===== src/design/ctb_pkg.sv =====
// Constants, field layout and state type of the capture timer base group
package ctb_pkg;
  // ==========================================================
  // Sizes
  localparam int CNT_W = 16;
  localparam int NCH = 8;
  localparam int ADDR_W = 8;
  // ==========================================================
  // Register offsets (byte addresses)
  localparam logic [7:0] OFF_CFG0 = 8'h00;
  localparam logic [7:0] OFF_CFG1 = 8'h04;
  localparam logic [7:0] OFF_COUNT = 8'h08;
  localparam logic [7:0] OFF_OCFG0 = 8'h0c;
  localparam logic [7:0] OFF_FSEL = 8'h10;
  localparam logic [7:0] OFF_FEN = 8'h14;
  localparam logic [7:0] OFF_STAT = 8'h18;
  localparam logic [7:0] OFF_CCFG = 8'h20;
  localparam logic [7:0] OFF_CAPV = 8'h40;
  localparam logic [7:0] OFF_CMP = 8'h60;
  localparam logic [7:0] OFF_TDIV6 = 8'h80;
  localparam logic [7:0] OFF_TDIV7 = 8'h84;
  // ==========================================================
  // Field positions
  localparam int CFG0_SRC = 0;
  localparam int CFG0_RATIO = 2;
  localparam int CFG0_IRQ = 7;
  localparam int CFG1_RUN = 0;
  localparam int CFG1_EXT = 1;
  localparam int CFG1_MATCH = 2;
  localparam int CFG1_OVF = 3;
  localparam int CFG1_DIR = 4;
  localparam int OCFG0_SHAPE = 0;
  localparam int OCFG0_BASE_RESET_SRC_SEL = 3;
  localparam int CCFG_EDGE = 0;
  localparam int CCFG_FILT = 2;
  localparam int CCFG_GATE = 4;
  localparam int CCFG_GOC = 5;
  localparam int CCFG_GSC = 6;
  localparam int CCFG_PR = 7;
  localparam int STAT_BIRQ = 0;
  localparam int STAT_CIRQ = 8;
  // ==========================================================
  // Encodings and values
  localparam logic [1:0] SRC_NB = 2'h1;
  localparam logic [1:0] SRC_QUAD = 2'h2;
  localparam logic [1:0] DIR_UP = 2'h0;
  localparam logic [1:0] DIR_UPDN = 2'h1;
  localparam logic [1:0] DIR_QUAD = 2'h2;
  localparam logic [1:0] FLT_F1 = 2'h1;
  localparam logic [1:0] FLT_BASE = 2'h2;
  localparam logic [1:0] EDG_RISE = 2'h1;
  localparam logic [1:0] EDG_FALL = 2'h2;
  localparam logic [1:0] EDG_BOTH = 2'h3;
  localparam logic [1:0] IRQ_B9 = 2'h0;
  localparam logic [1:0] IRQ_B14 = 2'h1;
  localparam logic [4:0] RATIO_NODIV = 5'h1f;
  localparam logic [15:0] CNT_RESET = 16'h0000;
  localparam logic [15:0] CNT_TOP = 16'hffff;
  localparam logic [2:0] FILT_ONES = 3'h7;
  localparam logic [2:0] FILT_ZEROS = 3'h0;
  localparam logic [1:0] RESP_OKAY = 2'h0;
  localparam logic [1:0] RESP_SLVERR = 2'h2;
  // ==========================================================
  // Whole state of one group
  typedef struct packed {
    logic [1:0] src;
    logic [4:0] ratio;
    logic [1:0] irqsel;
    logic run, ext_en, match_en, ovf_en;
    logic [1:0] dirsel;
    logic [2:0] shape;
    logic base_reset_src_sel;
    logic [NCH-1:0] fsel, fen;
    logic [NCH-1:0][7:0] ccfg;
    logic [NCH-1:0][CNT_W-1:0] cmp, cap;
    logic [1:0][CNT_W-1:0] tdiv, pcnt;
    logic [1:0] blocked;
    logic [CNT_W-1:0] count;
    logic down, pend, prst, birq;
    logic [5:0] divcnt;
    logic [1:0] qa_s, qb_s, ext_s;
    logic qa_d, qb_d;
    logic [NCH-1:0][1:0] pin_s;
    logic [NCH-1:0][2:0] fsh;
    logic [NCH-1:0] lvl, cirq;
    logic aw_have, w_have, bvalid, rvalid;
    logic [ADDR_W-1:0] awaddr;
    logic [31:0] wdata, rdata;
    logic [3:0] wstrb;
    logic [1:0] bresp, rresp;
  } ctb_state_t;
endpackage


===== src/design/ctb_group.sv =====
// One capture timer group: base timer, eight capture channels, AXI4-Lite registers
//
// The AXI4-Lite interface to the registers and the register offsets were chosen for this implementation.
`timescale 1ns/1ps
`default_nettype none

module ctb_group (
  input wire logic clock,
  input wire logic rst_n,
  input wire logic s_axi_awvalid,
  output logic s_axi_awready,
  input wire logic [ctb_pkg::ADDR_W-1:0] s_axi_awaddr,
  input wire logic s_axi_wvalid,
  output logic s_axi_wready,
  input wire logic [31:0] s_axi_wdata,
  input wire logic [3:0] s_axi_wstrb,
  output logic s_axi_bvalid,
  input wire logic s_axi_bready,
  output logic [1:0] s_axi_bresp,
  input wire logic s_axi_arvalid,
  output logic s_axi_arready,
  input wire logic [ctb_pkg::ADDR_W-1:0] s_axi_araddr,
  output logic s_axi_rvalid,
  input wire logic s_axi_rready,
  output logic [31:0] s_axi_rdata,
  output logic [1:0] s_axi_rresp,
  input wire logic [ctb_pkg::NCH-1:0] chan_pin,
  input wire logic quad_a,
  input wire logic quad_b,
  input wire logic ext_reset_input,
  input wire logic neighbour_timer_event,
  input wire logic peer_reset_in,
  output logic peer_reset_out,
  output logic base_irq_flag,
  output logic [ctb_pkg::NCH-1:0] capture_irq_flag
);
  import ctb_pkg::*;

  ctb_state_t s_reg, s_next;
  logic tick, hold, ev, qmode, qstep, qup, dn, mtch, ovr;
  logic wr_go, own_rst, birq_ev;
  logic [NCH-1:0] pin, cap_ev;
  logic [31:0] m, wmask;
  logic [15:0] nx;

  // ==========================================================
  // Helpers
  // Byte-lane merge of write data over an old word
  function automatic logic [31:0] merge(input logic [31:0] o, input logic [31:0] d,
                                        input logic [3:0] st);
    merge = o;
    for (int b = 0; b < 4; b++) begin
      if (st[b]) begin
        merge[8*b +: 8] = d[8*b +: 8];
      end
    end
  endfunction

  // Carry out of bit b of the counter on an up count
  function automatic logic ovf(input logic [15:0] c, input int b);
    logic [15:0] mk;
    mk = 16'((32'd1 << (b + 1)) - 32'd1);
    ovf = &(c | ~mk);
  endfunction

  // Offset decode: which addresses answer OKAY
  function automatic logic mapped(input logic [7:0] a);
    mapped = (a[1:0] == 2'h0) &&
             (a <= OFF_STAT || (a >= OFF_CCFG && a < OFF_CMP + 8'h20) ||
              a == OFF_TDIV6 || a == OFF_TDIV7);
  endfunction

  // Read-back word of a register
  function automatic logic [31:0] rd_word(input ctb_state_t x, input logic [7:0] a);
    rd_word = 32'h0000_0000;
    case (a)
      OFF_CFG0: begin
        rd_word[CFG0_SRC +: 2] = x.src;
        rd_word[CFG0_RATIO +: 5] = x.ratio;
        rd_word[CFG0_IRQ +: 2] = x.irqsel;
      end
      OFF_CFG1: begin
        rd_word[CFG1_RUN] = x.run;
        rd_word[CFG1_EXT] = x.ext_en;
        rd_word[CFG1_MATCH] = x.match_en;
        rd_word[CFG1_OVF] = x.ovf_en;
        rd_word[CFG1_DIR +: 2] = x.dirsel;
      end
      OFF_COUNT: rd_word[15:0] = x.count; // Live counter
      OFF_OCFG0: begin
        rd_word[OCFG0_SHAPE +: 3] = x.shape;
        rd_word[OCFG0_BASE_RESET_SRC_SEL] = x.base_reset_src_sel;
      end
      OFF_FSEL: rd_word[7:0] = x.fsel;
      OFF_FEN: rd_word[7:0] = x.fen;
      OFF_STAT: begin
        rd_word[STAT_BIRQ] = x.birq;
        rd_word[STAT_CIRQ +: 8] = x.cirq;
      end
      OFF_TDIV6: rd_word[15:0] = x.tdiv[0];
      OFF_TDIV7: rd_word[15:0] = x.tdiv[1];
      default: begin
        case (a[7:5])
          3'h1: begin
            rd_word[7:0] = x.ccfg[a[4:2]];
            rd_word[CCFG_GSC] = 1'b0;
          end
          3'h2: rd_word[15:0] = x.cap[a[4:2]];
          3'h3: rd_word[15:0] = x.cmp[a[4:2]];
          default: rd_word = 32'h0000_0000;
        endcase
      end
    endcase
  endfunction

  // ==========================================================
  // Next-state logic
  always_comb begin
    s_next = s_reg;
    birq_ev = 1'b0;
    own_rst = 1'b0;
    nx = s_reg.count;
    // Two-flop synchronisers for pins
    s_next.qa_s = {s_reg.qa_s[0], quad_a};
    s_next.qb_s = {s_reg.qb_s[0], quad_b};
    s_next.ext_s = {s_reg.ext_s[0], ext_reset_input};
    for (int j = 0; j < NCH; j++) begin
      s_next.pin_s[j] = {s_reg.pin_s[j][0], chan_pin[j]};
      pin[j] = s_reg.pin_s[j][1];
    end
    // Quadrature decode, one step per edge of A or B
    s_next.qa_d = s_reg.qa_s[1];
    s_next.qb_d = s_reg.qb_s[1];
    qstep = (s_reg.qa_s[1] ^ s_reg.qa_d) ^ (s_reg.qb_s[1] ^ s_reg.qb_d);
    qup = s_reg.qa_d ^ s_reg.qb_s[1];
    qmode = s_reg.dirsel == DIR_QUAD;
    // Count source select and 2(n+1) divider
    if (qmode || s_reg.src == SRC_QUAD) begin
      ev = qstep;
    end else if (s_reg.src == SRC_NB) begin
      ev = neighbour_timer_event;
    end else begin
      ev = 1'b1;
    end
    tick = 1'b0;
    if (ev) begin
      if (s_reg.ratio == RATIO_NODIV || s_reg.divcnt == {s_reg.ratio, 1'b1}) begin
        tick = 1'b1;
        s_next.divcnt = 6'h00;
      end else begin
        s_next.divcnt = s_reg.divcnt + 6'h01;
      end
    end
    // Direction of the next step
    if (qmode) begin
      dn = ~qup;
    end else if (s_reg.dirsel == DIR_UPDN) begin
      dn = s_reg.pend || (s_reg.down ? s_reg.count != CNT_RESET : s_reg.count == CNT_TOP);
    end else begin
      dn = 1'b0;
    end
    mtch = s_reg.match_en && !s_reg.fsel[0] && s_reg.fen[0] && s_reg.count == s_reg.cmp[0];
    ovr = s_reg.ovf_en && !dn && ovf(s_reg.count, s_reg.base_reset_src_sel ? 9 : 15);
    hold = !s_reg.run || (s_reg.ext_en && !s_reg.ext_s[1]) || peer_reset_in;
    // Base timer counter
    if (hold) begin
      s_next.count = CNT_RESET;
      s_next.pend = 1'b0;
      s_next.down = 1'b0;
      s_next.divcnt = 6'h00;
      own_rst = !s_reg.run || (s_reg.ext_en && !s_reg.ext_s[1]);
    end else if (tick) begin
      s_next.pend = mtch;
      s_next.down = dn;
      nx = dn ? s_reg.count - 16'h0001 : s_reg.count + 16'h0001;
      if (s_reg.pend && (s_reg.dirsel == DIR_UP || (qmode && !dn))) begin
        s_next.count = CNT_RESET;
        own_rst = 1'b1;
      end else if (ovr) begin
        s_next.count = CNT_RESET;
        own_rst = 1'b1;
      end else begin
        s_next.count = nx;
      end
      case (s_reg.irqsel)
        IRQ_B9: birq_ev = !dn && ovf(s_reg.count, 9);
        IRQ_B14: birq_ev = !dn && ovf(s_reg.count, 14);
        default: birq_ev = !dn && ovf(s_reg.count, 15);
      endcase
    end
    s_next.prst = own_rst;
    // Filters, edge detect and channel enables
    for (int j = 0; j < NCH; j++) begin
      if (s_reg.ccfg[j][CCFG_FILT +: 2] == FLT_F1 ||
          (s_reg.ccfg[j][CCFG_FILT +: 2] == FLT_BASE && tick)) begin
        s_next.fsh[j] = {s_reg.fsh[j][1:0], pin[j]};
      end
      if (s_reg.ccfg[j][CCFG_FILT +: 2] == 2'h0 || s_reg.ccfg[j][CCFG_FILT +: 2] == 2'h3) begin
        s_next.lvl[j] = pin[j];
      end else if (s_next.fsh[j] == FILT_ONES) begin
        s_next.lvl[j] = 1'b1;
      end else if (s_next.fsh[j] == FILT_ZEROS) begin
        s_next.lvl[j] = 1'b0;
      end
      case (s_reg.ccfg[j][CCFG_EDGE +: 2])
        EDG_RISE: cap_ev[j] = s_next.lvl[j] & ~s_reg.lvl[j];
        EDG_FALL: cap_ev[j] = ~s_next.lvl[j] & s_reg.lvl[j];
        EDG_BOTH: cap_ev[j] = s_next.lvl[j] ^ s_reg.lvl[j];
        default: cap_ev[j] = 1'b0;
      endcase
      cap_ev[j] = cap_ev[j] & s_reg.fsel[j] & s_reg.fen[j];
    end
    // Gating and prescaler on channels 6 and 7
    for (int k = 0; k < 2; k++) begin
      if (s_reg.ccfg[6+k][CCFG_GATE] && s_reg.blocked[k]) begin
        cap_ev[6+k] = 1'b0;
      end
      if (cap_ev[6+k] && s_reg.ccfg[6+k][CCFG_PR]) begin
        if (s_reg.pcnt[k] == s_reg.tdiv[k]) begin
          s_next.pcnt[k] = 16'h0000;
        end else begin
          s_next.pcnt[k] = s_reg.pcnt[k] + 16'h0001;
          cap_ev[6+k] = 1'b0;
        end
      end
      if (!s_reg.ccfg[6+k][CCFG_GATE] ||
          (s_reg.ccfg[6+k][CCFG_GOC] && s_reg.count == s_reg.cmp[4+k])) begin
        s_next.blocked[k] = 1'b0;
      end
    end
    // AXI4-Lite write channel
    wr_go = s_reg.aw_have && s_reg.w_have && !s_reg.bvalid;
    if (s_axi_awvalid && !s_reg.aw_have) begin
      s_next.aw_have = 1'b1;
      s_next.awaddr = s_axi_awaddr;
    end
    if (s_axi_wvalid && !s_reg.w_have) begin
      s_next.w_have = 1'b1;
      s_next.wdata = s_axi_wdata;
      s_next.wstrb = s_axi_wstrb;
    end
    if (s_reg.bvalid && s_axi_bready) begin
      s_next.bvalid = 1'b0;
    end
    m = merge(rd_word(s_reg, s_reg.awaddr), s_reg.wdata, s_reg.wstrb);
    wmask = merge(32'h0000_0000, s_reg.wdata, s_reg.wstrb);
    if (wr_go) begin
      s_next.aw_have = 1'b0;
      s_next.w_have = 1'b0;
      s_next.bvalid = 1'b1;
      s_next.bresp = mapped(s_reg.awaddr) ? RESP_OKAY : RESP_SLVERR;
      case (s_reg.awaddr)
        OFF_CFG0: begin
          s_next.src = m[CFG0_SRC +: 2];
          s_next.ratio = m[CFG0_RATIO +: 5];
          s_next.irqsel = m[CFG0_IRQ +: 2];
        end
        OFF_CFG1: begin
          s_next.run = m[CFG1_RUN];
          s_next.ext_en = m[CFG1_EXT];
          s_next.match_en = m[CFG1_MATCH];
          s_next.ovf_en = m[CFG1_OVF];
          s_next.dirsel = m[CFG1_DIR +: 2];
        end
        OFF_COUNT: begin
          if (!hold) begin
            s_next.count = m[15:0];
          end
        end
        OFF_OCFG0: begin
          s_next.shape = m[OCFG0_SHAPE +: 3];
          s_next.base_reset_src_sel = m[OCFG0_BASE_RESET_SRC_SEL];
        end
        OFF_FSEL: s_next.fsel = m[7:0];
        OFF_FEN: s_next.fen = m[7:0];
        OFF_STAT: begin
          s_next.birq = s_reg.birq & ~wmask[STAT_BIRQ];
          s_next.cirq = s_reg.cirq & ~wmask[STAT_CIRQ +: 8];
        end
        OFF_TDIV6: s_next.tdiv[0] = m[15:0];
        OFF_TDIV7: s_next.tdiv[1] = m[15:0];
        default: begin
          if (s_reg.awaddr[7:5] == 3'h1) begin
            s_next.ccfg[s_reg.awaddr[4:2]] = m[7:0];
            s_next.ccfg[s_reg.awaddr[4:2]][CCFG_GSC] = 1'b0;
            if (m[CCFG_GSC] && s_reg.awaddr[4:3] == 2'h3) begin
              s_next.blocked[s_reg.awaddr[2]] = 1'b0;
            end
          end else if (s_reg.awaddr[7:5] == 3'h3) begin
            s_next.cmp[s_reg.awaddr[4:2]] = m[15:0];
          end
        end
      endcase
    end
    // AXI4-Lite read channel
    if (s_reg.rvalid && s_axi_rready) begin
      s_next.rvalid = 1'b0;
    end
    if (s_axi_arvalid && !s_reg.rvalid) begin
      s_next.rvalid = 1'b1;
      s_next.rdata = rd_word(s_reg, s_axi_araddr);
      s_next.rresp = mapped(s_axi_araddr) ? RESP_OKAY : RESP_SLVERR;
    end
    // Hardware events win over software clears
    if (birq_ev) begin
      s_next.birq = 1'b1;
    end
    for (int j = 0; j < NCH; j++) begin
      if (cap_ev[j]) begin
        s_next.cap[j] = s_reg.count;
        s_next.cirq[j] = 1'b1;
      end
    end
    for (int k = 0; k < 2; k++) begin
      if (cap_ev[6+k] && s_reg.ccfg[6+k][CCFG_GATE]) begin
        s_next.blocked[k] = 1'b1;
      end
    end
  end

  // ==========================================================
  // State register
  always_ff @(posedge clock or negedge rst_n) begin
    if (!rst_n) begin
      s_reg <= '0;
    end else begin
      s_reg <= s_next;
    end
  end

  // Outputs
  assign s_axi_awready = !s_reg.aw_have;
  assign s_axi_wready = !s_reg.w_have;
  assign s_axi_bvalid = s_reg.bvalid;
  assign s_axi_bresp = s_reg.bresp;
  assign s_axi_arready = !s_reg.rvalid;
  assign s_axi_rvalid = s_reg.rvalid;
  assign s_axi_rdata = s_reg.rdata;
  assign s_axi_rresp = s_reg.rresp;
  assign peer_reset_out = s_reg.prst;
  assign base_irq_flag = s_reg.birq;
  assign capture_irq_flag = s_reg.cirq;
endmodule

`default_nettype wire


===== config.mk =====
export PLATFORM = sky130hd
export DESIGN_NAME = ctb_group
export DESIGN_NICKNAME = d
export VERILOG_FILES = /design/src/design/ctb_pkg.sv /design/src/design/ctb_group.sv
export SDC_FILE = /design/constraint.sdc
export NUM_CORES = 1
export LEC_CHECK = 0
export BUFFER_PORTS_ARGS = -buffer_cell sky130_fd_sc_hd__buf_2
export CORE_ASPECT_RATIO = 1.1
export CORE_MARGIN = 2
export CORE_UTILIZATION = 45
export CTS_CLUSTER_SIZE = 28
export DETAILED_ROUTE_END_ITERATION = 7
export GPL_ROUTABILITY_DRIVEN = 0
export PLACE_DENSITY = 0.62
export SLEW_MARGIN = 20
export SYNTH_ARGS = -nofsm -noshare
export SYNTH_HDL_FRONTEND = slang
export SYNTH_SLANG_ARGS = --single-unit

===== constraint.sdc =====
create_clock -name clock -period 4.85 [get_ports clock]
set_input_delay 1.2125 -clock clock [delete_from_list [all_inputs] [get_ports clock]]
set_output_delay 1.2125 -clock clock [all_outputs]
set_load 0.1 [all_outputs]

-- Word level (Yosys, flattened, before mapping)
Index checks and enable logic that the tools add are counted.
Widths: inputs -> output; s select.
- bits of input ports: 72
- flip-flop bits (word level): 561
- reductions and logical operators: 159
- multiplexer cells: 143
- magnitude comparators: 11
- equality and inequality tests: 92
- bitwise operators: 73
- add/subtract/negate cells: 7
- shift operators: 1
- operator list (cell ; number):
    $bmux 16 s3 ; 4
    $mux 16 ; 12
    $bwmux 128 ; 1
    $eq 16x16->1 ; 5
    $eq 2x2->1 const B ; 35
    $pmux 7 s5 ; 2
    $mux 1 ; 65
    $and 64x64->64 ; 1
    $bwmux 64 ; 1
    $not 64->64 ; 1
    $mux 8 ; 7
    $mux 18 ; 3
    $pmux 3 s9 ; 2
    $add 16x1->16 const B ; 3
    $bmux 8 s3 ; 2
    $demux 16 s3 ; 1
    $demux 8 s3 ; 2
    $eq 8x5->1 const B ; 6
    $pmux 8 s3 ; 2
    $reduce_bool 2->1 ; 24
    $logic_and 1x1->1 ; 41
    $eq 2x1->1 const B ; 19
    $and 1x1->1 ; 33
    $eq 8x4->1 const B ; 4
    57 further kinds ; 210

-- Logic depth before layout (Yosys ltp)
- depth after elaboration: 21
- gate-level depth with buffers: 19

-- Least setup slack after synthesis
OpenSTA, ideal clock, no wires.
- kind: input port to flip-flop
- start point: input port neighbour_timer_event
- end point: register s_reg[349] (netlist bit)
- required time: 4.725 ns
- stages on the path: 16
- arrival: 4.656 ns
- path slack: 0.069 ns
- path through: or4_1 > o21a_2 > a31oi_4 > mux2i_1 > a21oi_1 > o21ai_0 > a21oi_1 > ha_1 > nor2b_1 > o22a_1 > a221o_1 > a41o_1 > o211a_1 > o21ai_0 > clkbuf_1 > mux2_2
- word-level cells in the longest chain between the ends: 18
- elaborated cells between the ends (all ways): 22
- ends and longest elaborated chain (element ; line ; RTL):
    from (decl) ; ctb_group.sv:31 ; input wire logic neighbour_timer_event,
    $mux 1 (*) ; ctb_group.sv:140 ; end else if (s_reg.src == SRC_NB) begin
    $mux 1 (*) ; ctb_group.sv:138 ; if (qmode || s_reg.src == SRC_QUAD) begin
    $mux 1 (*) ; ctb_group.sv:146 ; if (ev) begin
    $logic_and 1x1->1 (*) ; ctb_group.sv:195 ; (s_reg.ccfg[j][CCFG_FILT +: 2] == FLT_BASE && tick)) begin
    $logic_or 1x1->1 (*) ; ctb_group.sv:194 ; if (s_reg.ccfg[j][CCFG_FILT +: 2] == FLT_F1 ||
    $mux 3 (*) ; ctb_group.sv:194 ;
    $logic_not 3->1 ; ctb_group.sv:202 ; end else if (s_next.fsh[j] == FILT_ZEROS) begin
    $mux 1 ; ctb_group.sv:202 ;
    $mux 1 (*) ; ctb_group.sv:200 ; end else if (s_next.fsh[j] == FILT_ONES) begin
    $mux 1 (*) ; ctb_group.sv:198 ; if (s_reg.ccfg[j][CCFG_FILT +: 2] == 2'h0 || s_reg.ccfg[j][CCFG_FILT +: 2] == 2'h3) begin
    $not 1->1 ; ctb_group.sv:207 ; EDG_FALL: cap_ev[j] = ~s_next.lvl[j] & s_reg.lvl[j];
    $and 1x1->1 ; ctb_group.sv:207 ;
    $pmux 1 s3 (*) ; ctb_group.sv:205 ; case (s_reg.ccfg[j][CCFG_EDGE +: 2])
    $and 1x1->1 (*) (2 in series) ; ctb_group.sv:211 ; cap_ev[j] = cap_ev[j] & s_reg.fsel[j] & s_reg.fen[j];
    $mux 1 (*) ; ctb_group.sv:215 ; if (s_reg.ccfg[6+k][CCFG_GATE] && s_reg.blocked[k]) begin
    $mux 1 or $logic_and 1x1->1 (tied branches) ; ctb_group.sv:219, ctb_group.sv:218 ;
    $mux 1 (*) ; ctb_group.sv:218 ; if (cap_ev[6+k] && s_reg.ccfg[6+k][CCFG_PR]) begin
    to (signal assigned) ; ctb_group.sv:327 ; s_reg <= s_next;
    to (decl) ; ctb_group.sv:39 ; ctb_state_t s_reg, s_next;
Every way passes the cells marked *; elsewhere a longest branch is shown, timed or not.
A chain may end at the register's enable or synchronous reset.

==> impl_results.md <==
* Post-CTS Setup Inserts at 0
* Worst Tran Pin Value at about 1100 ps
* CTS H-tree lvls at 2
* Yosys warnings at 0
* Chip height at 278.6 um
* Post-Syn Instances at 2646
* Worst path required time at roughly 5400 ps
* Worst Path Max Fanout at 17
* Via-to-Cell Ratio at roughly 6.3
* Hold buffer count at CTS at 0
* Startpoint types: register
* CTS tree: yes
* Fin crit share at between 90% and 100%
* Initial DRC Count at 2568
* Crit path time final at 4541 ps
* Area of the mapped netlist at 0.03085 mm2
* CP cell instances: nor2b_1, or4_1, o21a_2, buf_4, and2_1, a21oi_1, mux2i_1, a211oi_1, or2_2, ha_1, nand2_1, o21ai_0, and3_1, buf_12, mux2_2
* Global-route wire length before repair at 147900 um
* Post-synthesis area per instance at 11.66 um2
* Final Max Slew Viols at 0
* Clock Power Share at 27.7%
* # fillers at 5889
* Global Route Usage Sum at 27.88%
* Slowest cell on the critical path: and2_1
* CP Data Arrival Time at 5040 ps
* Nets at 2803
* Clock buffer count from CTS at 59
* DRC at 11
* CP Capture Type: register
* Port Buffers at 86
* Pwr Density at 527.9 mW/mm2
* Reg power frac at 37.3%
* Comb pwr share at 35.0%
* Commonest non-fill, non-tap cell in the layout: dfrtp_1
* Skew-Pair Late Insertion Delay at 630 ps
* Max Root-Sink Buffers at 3
* # rows at 100
* Detailed Routing Iterations Pass 1 at 8
* Seq cells post-synth at 551
* Max reg flops at 500
* Max Clk Rate at 0.2202 GHz
* Top-area cell type share of the netlist area at 44.70%
* Max_cap viols at 0
* Post-synth EDFFs at 0
* Initial antenna violation count at 5
* DIE WIDTH at 253.6 um
* Dpl hpwl at 68400 um
* Async SR Flop Fraction at 100.0%
* Slew HR at 25.69%
* Outcome: complete, but fails checks
* Ranking of synthesized cells by area: dfrtp_1 45%, mux2_2 12%, mux4_2 11%
* Total wire length at 97760 um
* Fin util at between 50 and 60%
* Int Power at 0.01128 W
* Footprint of the multi-input gates at 0.01573 mm2
* IO Pins at 123
* DR WL/cell at 26.78 um
* Sequential Area at around 0.014 mm2
* Clock Skew at 23.74 ps
* Detailed-route via count at 23085
* Global route overflow at 0
* Fraction of layout cells with a size suffix above 1 at 31.04%
* CTS clk-pin slew, worst paths at roughly 60 ps
* Setup CP Type: reg2reg
* Synth area leader: dfrtp_1
* Placed cell area at 0.03246 mm2
* Layout area overhead at 12.39%
* Hold Vio Cnt, Final at 0
* # setup viols final at 0
* CTS Sinks at 551
* LEAKAGE at 15.77 nW
* Starting density of the core at 45.49%
* Worst path max stage delay at between 500 and 600 ps
* Vias in the first global route at 23331
* Quantity of gates resized following cts at 0
* Post-route antenna net violation count at 0
* Largest net degree at the start of global routing at 96
* Die Area at 0.07067 mm2
* Post-synth top flop: dfrtp_1
* Most frequent cells in the layout: 548 x dfrtp_1, 327 x mux2_2, 165 x nor2_1, 157 x mux4_2, 150 x nand2_1
* Post-synthesis sequential area ratio at roughly 45%
* Violated checks: design-rule violations
* CP bufs+invs at 2
* Post-route cell area at about 0.035 mm2
* Clock root buffer: clkbuf_16
* RSZ-0062 raised after global routing: false
* Cell family with most CP delay: simple AND/OR/NAND/NOR gates
* Net Sw Frac at 38.38%
* Psw at about 0.0070 W
* HP Class: reg2reg
* Core Region at 0.06782 mm2
* Unique masters post-synth at 84
* VDD IR max at 0.2807 mV
layer usage:
metal	vias up	global-route usage [%]	routed length, um
met3	293	6.852	8807
met2	1154	43.16	44430
met4	4	13.71	5536
met5	-	0	14
met1	11788	36.71	38970
li1	9846	-	-
layout make-up:
class | instances | area share, %
Timing Repair Buffer | 206 | 4.471
Inverter | 64 | 0.6928
Clock buffer | 87 | 5.229
Antenna cell | 1 | 0.007217
Tap cell | 918 | 3.313
Sequential cell | 551 | 39.79
Clock inverter | 23 | 1.140
Multi-Input combinational cell | 1801 | 45.36
power groups by stage:
stage          clock, W  combinational (W)  sequential [W]
6_report        0.00507            0.00641         0.00683
5_1_grt         0.00535            0.00681         0.00694
4_1_cts         0.00515            0.00634         0.00678
3_5_place_dp          0            0.00631         0.00686
3_3_place_gp          0            0.00618         0.00677
2_1_floorplan         0            0.00462         0.00629
cell usage after synthesis (all sizes together), types with 5 or more instances:
master	number
nor4b	5
a22o	6
mux4	157
a221oi	29
nor3	27
nand3b	5
and3	30
nand2	151
mux2	333
nor2b	22
o22ai	30
or3	7
xor2	46
a31oi	20
buf	123
a41oi	5
dfrtp	551
nand3	36
and2	5
mux2i	91
a22oi	30
or2	14
nand2b	17
o21ai	131
nor2	173
inv	64
nor4	20
a211oi	26
a21oi	126
a222oi	10
o21a	5
a21o	16
o41ai	5
ha	47
o31ai	23
clkbuf	124
o211ai	11
nand4	20
xnor2	52
metrics by stage:
stage / std cells / hold slack, ps / setup WS (ps) / TNS [ps] / power (W)
finish: 3651 / 334.4 / 308.7 / 0 / 0.01830
global route: 3651 / 340.3 / 78.53 / 0 / 0.01911
CTS: 3650 / 339.0 / 298.8 / 0 / 0.01826
detailed placement: 3540 / 336.3 / -347.7 / -20810 / 0.01316
global placement: 3540 / 333.2 / -253.7 / -15060 / 0.01294
floorplan: 2663 / 331.2 / 69.42 / 0 / 0.01091
final timing paths:
kind | cells past startpoint | from | slack, ps | endpoint
setup / recovery | 15 | s_reg[580] | 310 | s_reg[309]
hold / removal | 0 | s_next[125] | 330 | pin[0]
setup reg to reg | 15 | s_reg[580] | 310 | s_reg[309]
hold reg to reg | 0 | s_next[125] | 330 | pin[0]
max in group asynchronous | 2 | rst_n | 3100 | s_reg[280]
min in group asynchronous | 1 | rst_n | 600 | s_next[127]
kinds of logic (layout without fill, tap and decap cells):
family	after synthesis	count (layout)	share of synthesized area (%)
muxes	581	581	26.57
other	1	19	0.01216
DFF	551	551	44.69
buffers and inverters	311	380	4.697
AOI/OAI and AO/OA	510	510	10.76
xor gates and xnor gates	98	98	2.782
adders and majority gates	48	48	1.971
and+or+nand+nor	546	546	8.509
Power figures use the tool's default switching activity.
